### src/rtl/shra_pkg.sv
// Constants, types and behaviour summary for the serial host port and alert logic
// How it works
// - Enabled events drive the active-low alert pin low; otherwise it stays high.
// - Alert pulse mode picks a timed low pulse or a hold until the flags are read.
// - Alert is the OR of all sources enabled in the command register at 0x08.
// - Eight sources: error pin, input activity, rate, status, audio pin, burst, slip, emphasis.
// - Flags latch into read bits 8 to 15 of 0xEA; sources 0 and 4 read live pins.
// - In hold mode the alert releases as soon as address 0xEA is accepted.
// - In pulse mode each event gives a low pulse of half to one sample.
// - Serial output is three-state, never open-drain.
// - Six bus addresses 0xE8 to 0xED decode, sent high nibble first, LSB first.
// - First chip address bit is the low one, the second the high one.
// - Serial output drives from frame enable rise after a read address until its fall.
// - Output disable bit keeps the serial output high-impedance at all times.
// - Alert pulse mode bit: 0 holds low while pending (default), 1 pulses.
// - Output disable bit: 0 lets the output drive (default), 1 keeps it off.
// - Soft reset bit clears the flags and alert pulse state but never the command registers.
`default_nettype none
package shra_pkg;
    // ==========================================================
    // Bus addresses
    localparam logic [7:0] BA_FUNC_WR  = 8'he8;
    localparam logic [7:0] BA_CS_WR    = 8'he9;
    localparam logic [7:0] BA_INT_RD   = 8'hea;
    localparam logic [7:0] BA_FS_RD    = 8'heb;
    localparam logic [7:0] BA_CS_RD    = 8'hec;
    localparam logic [7:0] BA_BURST_RD = 8'hed;
    // ==========================================================
    // Command register offsets
    localparam int NUM_CMD = 12;
    localparam logic [3:0] CMD_GLOBAL    = 4'h0;
    localparam logic [3:0] CMD_RX_SYS    = 4'h1;
    localparam logic [3:0] CMD_MCLK      = 4'h2;
    localparam logic [3:0] CMD_PRI_CLK   = 4'h3;
    localparam logic [3:0] CMD_SEC_CLK   = 4'h4;
    localparam logic [3:0] CMD_SRC_SEL   = 4'h5;
    localparam logic [3:0] CMD_ROUTING   = 4'h6;
    localparam logic [3:0] CMD_OUT_FMT   = 4'h7;
    localparam logic [3:0] CMD_ALERT_EN  = 4'h8;
    localparam logic [3:0] CMD_ERR_CFG   = 4'h9;
    localparam logic [3:0] CMD_TX_SYS    = 4'ha;
    localparam logic [3:0] CMD_TX_DATA   = 4'hb;
    localparam logic [3:0] CMD_TEST_A    = 4'hc;
    localparam logic [3:0] CMD_TEST_B    = 4'hd;
    localparam logic [3:0] CMD_TEST_C    = 4'he;
    localparam logic [3:0] CMD_TEST_D    = 4'hf;
    localparam logic [7:0] CFG_RESET     = 8'h00;
    // ==========================================================
    // Field positions
    localparam int GSC_SOFT_RESET_BIT  = 0;
    localparam int GSC_OUT_DISABLE_BIT = 1;
    localparam int GSC_ALERT_PULSE_BIT = 3;
    localparam int DI_CHIP_LOW  = 0;
    localparam int DI_CHIP_HIGH = 1;
    localparam int DI_CMD_LSB   = 4;
    localparam int DI_DATA_LSB  = 8;
    localparam int DO_FLAG_LSB  = 8;
    localparam int FRAME_BITS   = 16;
    localparam int SRC_ERROR = 0;
    localparam int SRC_AUDIO = 4;
    // ==========================================================
    // Alert pulse width, in half sample periods and in 2fs ticks
    localparam int ALERT_PULSE_MIN_HALF_FS = 1;
    localparam int ALERT_PULSE_MAX_HALF_FS = 3;
    localparam int ALERT_PULSE_TICKS = ALERT_PULSE_MIN_HALF_FS + 1;
    // ==========================================================
    // Types
    typedef struct packed {
        logic emphasis_change_src;
        logic slave_slip_src;
        logic burst_info_renew_src;
        logic chan_status_renew_src;
        logic rate_change_src;
        logic input_activity_src;
    } shra_evt_t;
    typedef struct packed {
        logic serial_clock;
        logic chip_enable;
        logic serial_in;
        logic receive_error_pin;
        logic audio_pin;
        logic chip_addr_low;
        logic chip_addr_high;
    } shra_link_t;
    typedef enum logic [1:0] {
        RSEL_INT   = 2'h0,
        RSEL_FS    = 2'h1,
        RSEL_CS    = 2'h2,
        RSEL_BURST = 2'h3
    } shra_rsel_t;
    typedef enum logic [4:0] {
        ST_IDLE = 5'h01,
        ST_LOAD = 5'h02,
        ST_WR   = 5'h04,
        ST_RD   = 5'h08,
        ST_SKIP = 5'h10
    } shra_state_t;
endpackage
`default_nettype wire

### src/rtl/shra_sync.sv
// Two-flop synchroniser for pins entering the clk domain
`default_nettype none
module shra_sync #(
    parameter int W = 1
) (
    input  wire logic         clk,
    input  wire logic         resetn,
    input  wire logic [W-1:0] d,
    output logic      [W-1:0] q
);
    logic [W-1:0] meta_r;
    logic [W-1:0] meta_nxt;
    logic [W-1:0] q_nxt;

    if (W < 1) begin : g_bad_w
        $error("shra_sync: W must be at least 1");
    end

    always_comb begin
        meta_nxt = d;
        q_nxt = meta_r;
    end

    always_ff @(posedge clk or negedge resetn) begin
        if (!resetn) begin
            meta_r <= '0;
            q <= '0;
        end else begin
            meta_r <= meta_nxt;
            q <= q_nxt;
        end
    end
endmodule
`default_nettype wire

### src/rtl/shra_alert.sv
// Alert pin driver: hold-until-read or timed low pulse
`default_nettype none
module shra_alert #(
    parameter int PULSE_TICKS = shra_pkg::ALERT_PULSE_TICKS
) (
    input  wire logic clk,
    input  wire logic resetn,
    input  wire logic flush,
    input  wire logic pulse_mode,
    input  wire logic fire,
    input  wire logic pending_any,
    input  wire logic tick_2fs,
    output logic      alert_n
);
    import shra_pkg::*;
    localparam logic [1:0] LOAD_CNT = 2'(PULSE_TICKS);
    logic [1:0] cnt_r;
    logic [1:0] cnt_nxt;
    logic       alert_n_nxt;

    if (PULSE_TICKS < 2 || PULSE_TICKS > 3) begin : g_bad_ticks
        $error("shra_alert: PULSE_TICKS out of range");
    end

    always_comb begin
        cnt_nxt = cnt_r;
        if (flush || !pulse_mode) begin
            cnt_nxt = 2'h0;
        end else if (fire) begin
            cnt_nxt = LOAD_CNT;
        end else if (tick_2fs && cnt_r != 2'h0) begin
            cnt_nxt = cnt_r - 2'h1;
        end
        if (flush) begin
            alert_n_nxt = 1'b1;
        end else if (pulse_mode) begin
            alert_n_nxt = (cnt_nxt == 2'h0);
        end else begin
            alert_n_nxt = !pending_any;
        end
    end

    always_ff @(posedge clk or negedge resetn) begin
        if (!resetn) begin
            cnt_r <= 2'h0;
            alert_n <= 1'b1;
        end else begin
            cnt_r <= cnt_nxt;
            alert_n <= alert_n_nxt;
        end
    end
endmodule
`default_nettype wire

### src/rtl/shra_regs.sv
// Serial host port: address decode, command registers, flag readout, alert
`default_nettype none
module shra_regs (
    input  wire logic                    clk,
    input  wire logic                    resetn,
    input  wire shra_pkg::shra_link_t    link_pins,
    input  wire shra_pkg::shra_evt_t     events,
    input  wire logic                    rate_tick_2fs,
    input  wire logic [15:0]             ext_rd_data,
    output logic                         serial_out,
    output logic                         serial_out_oe_n,
    output logic                         alert_n,
    output shra_pkg::shra_rsel_t         rd_sel,
    output logic [7:0]                   cs_byte,
    output logic                         cs_byte_stb,
    output logic [11:0][7:0]             cfg
);
    import shra_pkg::*;

    // ==========================================================
    // Elaboration checks
    if (NUM_CMD <= int'(CMD_ALERT_EN) || NUM_CMD > 12) begin : g_bad_num_cmd
        $error("shra_regs: NUM_CMD must reach the source enables and fit cfg");
    end
    if (FRAME_BITS != 16 || DO_FLAG_LSB + 8 > FRAME_BITS) begin : g_bad_frame
        $error("shra_regs: frame layout must fit the 16-bit shift registers");
    end

    // ==========================================================
    // Pin synchronisers and edge detection
    shra_link_t  pin_s;
    shra_link_t  pin_d_r;
    shra_link_t  pin_d_nxt;
    logic        sclk_rise;
    logic        sclk_fall;
    logic        ce_rise;
    logic        ce_fall;
    logic        receive_error_pin_chg;
    logic        audio_chg;

    shra_sync #(
        .W($bits(shra_link_t))
    ) u_sync (
        .clk    (clk),
        .resetn (resetn),
        .d      (link_pins),
        .q      (pin_s)
    );

    always_comb begin
        pin_d_nxt = pin_s;
        sclk_rise = pin_s.serial_clock & ~pin_d_r.serial_clock;
        sclk_fall = ~pin_s.serial_clock & pin_d_r.serial_clock;
        ce_rise = pin_s.chip_enable & ~pin_d_r.chip_enable;
        ce_fall = ~pin_s.chip_enable & pin_d_r.chip_enable;
        receive_error_pin_chg = pin_s.receive_error_pin ^ pin_d_r.receive_error_pin;
        audio_chg = pin_s.audio_pin ^ pin_d_r.audio_pin;
    end

    always_ff @(posedge clk or negedge resetn) begin
        if (!resetn) begin
            pin_d_r <= '0;
        end else begin
            pin_d_r <= pin_d_nxt;
        end
    end

    // ==========================================================
    // Command register controls
    logic soft_rst;
    logic out_dis;
    logic pulse_mode;

    always_comb begin
        soft_rst = cfg[CMD_GLOBAL][GSC_SOFT_RESET_BIT];
        out_dis = cfg[CMD_GLOBAL][GSC_OUT_DISABLE_BIT];
        pulse_mode = cfg[CMD_GLOBAL][GSC_ALERT_PULSE_BIT];
    end

    // ==========================================================
    // Interrupt sources and flags
    logic [7:0]  src;
    logic [7:0]  fire_v;
    logic [7:0]  flag_r;
    logic [7:0]  flag_nxt;
    logic [15:0] flag_word;
    logic        clr_flags;

    always_comb begin
        src = {events.emphasis_change_src,
               events.slave_slip_src,
               events.burst_info_renew_src,
               audio_chg,
               events.chan_status_renew_src,
               events.rate_change_src,
               events.input_activity_src,
               receive_error_pin_chg};
        fire_v = src & cfg[CMD_ALERT_EN];
        if (soft_rst) begin
            flag_nxt = 8'h00;
        end else begin
            flag_nxt = (flag_r & ~{8{clr_flags}}) | fire_v;
        end
        flag_word = 16'h0000;
        flag_word[DO_FLAG_LSB +: 8] = flag_r;
        flag_word[DO_FLAG_LSB + SRC_ERROR] = pin_s.receive_error_pin;
        flag_word[DO_FLAG_LSB + SRC_AUDIO] = pin_s.audio_pin;
    end

    always_ff @(posedge clk or negedge resetn) begin
        if (!resetn) begin
            flag_r <= 8'h00;
        end else begin
            flag_r <= flag_nxt;
        end
    end

    shra_alert #(
        .PULSE_TICKS(ALERT_PULSE_TICKS)
    ) u_alert (
        .clk         (clk),
        .resetn      (resetn),
        .flush       (soft_rst),
        .pulse_mode  (pulse_mode),
        .fire        (|fire_v),
        .pending_any (|(flag_r & cfg[CMD_ALERT_EN])),
        .tick_2fs    (rate_tick_2fs),
        .alert_n     (alert_n)
    );

    // ==========================================================
    // Serial frame engine
    shra_state_t st_r;
    shra_state_t st_nxt;
    logic [15:0] in_sr_r;
    logic [15:0] in_sr_nxt;
    logic [4:0]  bit_cnt_r;
    logic [4:0]  bit_cnt_nxt;
    logic [7:0]  addr_r;
    logic [7:0]  addr_nxt;
    logic [7:0]  addr_in;
    logic [15:0] out_sr_r;
    logic [15:0] out_sr_nxt;
    logic [15:0] load_word;
    logic        seen_r;
    logic        seen_nxt;
    logic        so_nxt;
    logic        oe_n_nxt;
    shra_rsel_t  rd_sel_nxt;
    logic [7:0]  cs_byte_nxt;
    logic        cs_stb_nxt;
    logic [11:0][7:0] cfg_nxt;
    logic [3:0]  cmd_in;
    logic        chip_hit;

    always_comb begin
        // Address arrives A0..A3 (upper nibble) then B0..B3, LSB first
        addr_in = {in_sr_r[11:8], in_sr_r[15:12]};
        cmd_in = in_sr_r[DI_CMD_LSB +: 4];
        chip_hit = (in_sr_r[DI_CHIP_LOW] == pin_s.chip_addr_low) &&
                   (in_sr_r[DI_CHIP_HIGH] == pin_s.chip_addr_high);
        load_word = (rd_sel == RSEL_INT) ? flag_word : ext_rd_data;
        st_nxt = st_r;
        in_sr_nxt = in_sr_r;
        bit_cnt_nxt = bit_cnt_r;
        addr_nxt = addr_r;
        out_sr_nxt = out_sr_r;
        seen_nxt = seen_r;
        so_nxt = serial_out;
        oe_n_nxt = serial_out_oe_n;
        rd_sel_nxt = rd_sel;
        cs_byte_nxt = cs_byte;
        cs_stb_nxt = 1'b0;
        cfg_nxt = cfg;
        clr_flags = 1'b0;
        if (sclk_rise) begin
            in_sr_nxt = {pin_s.serial_in, in_sr_r[15:1]};
            if (bit_cnt_r != 5'h1f) begin
                bit_cnt_nxt = bit_cnt_r + 5'h01;
            end
        end
        case (st_r)
            ST_IDLE: begin
                oe_n_nxt = 1'b1;
                if (ce_rise) begin
                    addr_nxt = addr_in;
                    bit_cnt_nxt = 5'h00;
                    seen_nxt = 1'b0;
                    case (addr_in)
                        BA_FUNC_WR, BA_CS_WR: begin
                            st_nxt = ST_WR;
                        end
                        BA_INT_RD: begin
                            rd_sel_nxt = RSEL_INT;
                            st_nxt = ST_LOAD;
                        end
                        BA_FS_RD: begin
                            rd_sel_nxt = RSEL_FS;
                            st_nxt = ST_LOAD;
                        end
                        BA_CS_RD: begin
                            rd_sel_nxt = RSEL_CS;
                            st_nxt = ST_LOAD;
                        end
                        BA_BURST_RD: begin
                            rd_sel_nxt = RSEL_BURST;
                            st_nxt = ST_LOAD;
                        end
                        default: begin
                            st_nxt = ST_SKIP;
                        end
                    endcase
                end
            end
            ST_LOAD: begin
                out_sr_nxt = {1'b0, load_word[15:1]};
                so_nxt = load_word[0];
                oe_n_nxt = 1'b0;
                clr_flags = (rd_sel == RSEL_INT);
                st_nxt = ST_RD;
                if (ce_fall) begin
                    oe_n_nxt = 1'b1;
                    bit_cnt_nxt = 5'h00;
                    st_nxt = ST_IDLE;
                end
            end
            ST_RD: begin
                if (sclk_rise) begin
                    seen_nxt = 1'b1;
                end
                // A fall before any rise is the idle-high clock leaving idle
                if (sclk_fall && seen_r) begin
                    so_nxt = out_sr_r[0];
                    out_sr_nxt = {1'b0, out_sr_r[15:1]};
                end
                if (ce_fall) begin
                    oe_n_nxt = 1'b1;
                    bit_cnt_nxt = 5'h00;
                    st_nxt = ST_IDLE;
                end
            end
            ST_WR: begin
                if (addr_r == BA_CS_WR && sclk_rise && bit_cnt_r[2:0] == 3'h7) begin
                    cs_byte_nxt = {pin_s.serial_in, in_sr_r[15:9]};
                    cs_stb_nxt = 1'b1;
                end
                if (ce_fall) begin
                    if (addr_r == BA_FUNC_WR && bit_cnt_r == 5'(FRAME_BITS) && chip_hit &&
                        cmd_in < 4'(NUM_CMD)) begin
                        cfg_nxt[cmd_in] = in_sr_r[DI_DATA_LSB +: 8];
                    end
                    bit_cnt_nxt = 5'h00;
                    st_nxt = ST_IDLE;
                end
            end
            ST_SKIP: begin
                if (ce_fall) begin
                    bit_cnt_nxt = 5'h00;
                    st_nxt = ST_IDLE;
                end
            end
            default: begin
                oe_n_nxt = 1'b1;
                bit_cnt_nxt = 5'h00;
                st_nxt = ST_IDLE;
            end
        endcase
        if (out_dis) begin
            oe_n_nxt = 1'b1;
        end
    end

    always_ff @(posedge clk or negedge resetn) begin
        if (!resetn) begin
            st_r <= ST_IDLE;
            in_sr_r <= 16'h0000;
            bit_cnt_r <= 5'h00;
            addr_r <= 8'h00;
            out_sr_r <= 16'h0000;
            seen_r <= 1'b0;
            serial_out <= 1'b0;
            serial_out_oe_n <= 1'b1;
            rd_sel <= RSEL_INT;
            cs_byte <= 8'h00;
            cs_byte_stb <= 1'b0;
            cfg <= {NUM_CMD{CFG_RESET}};
        end else begin
            st_r <= st_nxt;
            in_sr_r <= in_sr_nxt;
            bit_cnt_r <= bit_cnt_nxt;
            addr_r <= addr_nxt;
            out_sr_r <= out_sr_nxt;
            seen_r <= seen_nxt;
            serial_out <= so_nxt;
            serial_out_oe_n <= oe_n_nxt;
            rd_sel <= rd_sel_nxt;
            cs_byte <= cs_byte_nxt;
            cs_byte_stb <= cs_stb_nxt;
            cfg <= cfg_nxt;
        end
    end
endmodule
`default_nettype wire

### config.mk
export PLATFORM = sky130hd
export DESIGN_NAME = shra_regs
export DESIGN_NICKNAME = d
export VERILOG_FILES = /design/src/rtl/shra_pkg.sv /design/src/rtl/shra_sync.sv /design/src/rtl/shra_alert.sv /design/src/rtl/shra_regs.sv
export SDC_FILE = /design/constraint.sdc
export NUM_CORES = 1
export LEC_CHECK = 0
export BUFFER_PORTS_ARGS = -buffer_cell sky130_fd_sc_hd__buf_2
export CORE_MARGIN = 10
export CORE_UTILIZATION = 40
export CTS_CLUSTER_DIAMETER = 100
export DETAILED_ROUTE_END_ITERATION = 7
export PLACE_DENSITY = 0.62
export SETUP_SLACK_MARGIN = 0.05
export SLEW_MARGIN = 5
export SYNTH_ARGS = -nofsm -noshare
export SYNTH_HDL_FRONTEND = slang
export SYNTH_SLANG_ARGS = --single-unit
### constraint.sdc
create_clock -name clk -period 4.5 [get_ports clk]
set_clock_uncertainty 0.05 [all_clocks]
set_input_delay 0.225 -clock clk [delete_from_list [all_inputs] [get_ports clk]]
set_output_delay 0.225 -clock clk [all_outputs]
set_load 0.01 [all_outputs]
==> run summary <==
Post-synthesis register bit count: 188
HPWL Detailed: 13,000 um
RSZ-0062 raised after global routing: false
DP Area: 8860 um2
Worst Setup End Kind: register
Synth async-reset ratio: 100%
Sequential share of the synthesized area: 59.7%
Vias in the first global route: 5,396
Period utilization: 60.1%
Critical Path RT: 4760 ps
Synthesis Warnings: 0
FF+latch area: 4710 um2
Routed WL per cell: 19.5 um
Number of library cell types mapped by synthesis: 55
Share of cells above drive strength 1: 52.6%
Post-synth top cells: dfrtp_1, mux2_2, clkbuf_1, nor2_1, nor2b_1
Most common cell in the netlist: dfrtp_1
Element type at the critical path start: register
Worst skew pair latency: 430 ps
Crit Path Class: reg -> reg
I/O Pins: 142
Largest cells by area after synthesis: dfrtp_1, mux2_2, nor2b_1, nand4b_4, clkbuf_1
Drt initial violations: 259
H-tree depth: 4
Hold WC Path Type: in -> reg
RePlAce Congestion: 0.880
Power Dens Cells: 432 nW/um2
Crit path max fanout: 16
Total Wirelength: 18,800 um
Mapped Cells: 538
Synth-to-layout area growth: 21.7%
Post-CTS resize count: 0
# clock sinks: 188
Mapped cell area: 7890 um2
Status: complete, no violations
P_leak: 5.10 nW
Setup crit start: st_r[3]
Drt pass-1 iters: 4
Maximum clock rate: 0.370 GHz
Cells after DPL: 922
Slew Limit Fails: 0
Total track usage: 14.9%
Synth area leader: dfrtp_1
Most common flop cell mapped by yosys: dfrtp_1
Total CTS buffers: 17
Post-Layout Cell Count: 961
WP data arrival: 2970 ps
Initial core utilization: 40.5%
Die height: 160 um
Setup violations, final: 0
DR vias/cell: 5.08
HP Start: events[1]
DRT antenna net count: 0
Aggregate negative setup slack: 0 ps
Max-cap violations: 0
Area of the multi-input gates: 3040 um2
FILL cells: 1,688
TritonCTS clock tree: done
Fin area: 9600 um2
Site row count: 51
Share of the synthesized area in the top cell type: 58.7%
Core ar.: 19,500 um2
Slew @ Worst Pin: 1050 ps
Syn Area/Cell: 14.7 um2
Remaining global-route overflow: 0
Final Hold Vio Count: 0
Die span in x: 160 um
Largest net degree at the start of global routing: 117
Die area: 25,700 um2
Clock tree buffer depth: 2
VDD IR max: 0.000275 V
Post-synth EDFFs: 0
Worst reg2reg startpoint: st_r[3]
DRC: 0
Minimum clock period after layout: 2700 ps
Nets@finish: 720
Clock root buffer: clkbuf_16
Total number of vias: 4,880
Ant diodes: 0
Initial antenna violation count: 0
Clock-pin transition on the worst setup and hold timing paths: 60 ps
Port Buffers: 141
Slew margin rel.: 29.3%
Post-synth net total: 574
Global-route wire length before repair: 30,500 um
==> layout make-up <==
type / instances / area share, %
clock buffers: 21 / 4.90
clock inverters: 10 / 1.95
inverters: 7 / 0.274
multi-input cells: 316 / 31.7
flip-flops and latches: 188 / 49.0
well taps: 265 / 3.45
repair buffers: 154 / 8.67
==> placed cells by master, fill, tap and decap left out, types with 5 or more instances in the layout <==
cell	n
dfrtp_1	185
inv_1	7
o21ai_0	7
nor2_1	16
buf_2	140
a22oi_1	8
xor2_1	5
nor2b_1	15
bufinv_16	5
nor4_1	5
nand2_1	12
clkbuf_16	17
mux2_2	165
dlygate4sd3_1	8
nor3_1	6
buf_4	5
clkinvlp_4	5
==> timing repair <==
item / in CTS / in global routing
hold buffers: 8 / 0
endpoints found under the setup margin: 0 / 0
hold endpoints to repair: 120 / 0
setup buffers: 0 / 0
==> power by group <==
group / switching [mW] / internal, mW
registers: 0.268 / 1.81
logic: 0.216 / 0.202
clock network: 0.629 / 1.03
total: 1.11 / 3.04
==> critical path: stages (launching register included) <==
cell     delay, ps
dfrtp_1        480
or3_1          470
or4_1          810
nor3_1         400
mux2_2         370
==> logic make-up (layout without fill, tap and decap cells) <==
| family | after synthesis | in the layout | share of synthesized area, % |
|---|---|---|---|
| flops | 188 | 188 | 59.7 |
| fa+ha+maj | 4 | 4 | 0.634 |
| mux | 168 | 168 | 23.9 |
| simple gates | 95 | 95 | 9.36 |
| buf+inv | 34 | 192 | 1.76 |
| compound gates | 41 | 41 | 3.74 |
| xor+xnor | 8 | 8 | 0.888 |
==> registers in the layout, indices dropped and copies added, names as in the netlist <==
signal	count
u_alert.cnt_r	2
addr_r	8
st_r	5
bit_cnt_r	5
in_sr_r	16
cfg	96
pin_d_r	4
rd_sel	2
flag_r	8
out_sr_r	15
cs_byte	8
serial_out	1
u_sync.meta_r	7
serial_out_oe_n	1
cs_byte_stb	1
seen_r	1
u_alert.alert_n	1
u_sync.q	7
==> through the flow <==
stage | setup WS, ps | hold WS [ps] | total power [mW] | util [%]
floorplan | 2040 | -121 | 2.32 | -
global placement | 1860 | 281 | 2.50 | 45.5
detailed placement | 1810 | 285 | 2.53 | 45.5
CTS | 1790 | 16.7 | 4.19 | 49.3
global route | 1610 | 64.0 | 4.33 | 49.3
finish | 1800 | 33.3 | 4.15 | 49.3
==> routing by layer <==
layer  track usage [%]  wire, um  vias up
met1              18.9      8430     2491
li1                  -         -     2237
met5                 0         0        -
met3              4.88      1200       12
met2              23.7      8980      140
met4              4.80       176        0
==> final timing paths <==
check                                   to  slack, ps  cells after the start
hold / removal                   flag_r[2]         30                      3
setup reg to reg                 rd_sel[0]       1800                      4
hold reg to reg                u_sync.q[5]        300                      0
min in group asynchronous          cfg[58]        400                      2
max in group asynchronous  serial_out_oe_n       2840                      3
setup / recovery                 rd_sel[0]       1800                      4
No activity file was read; power rests on OpenSTA's default activity.
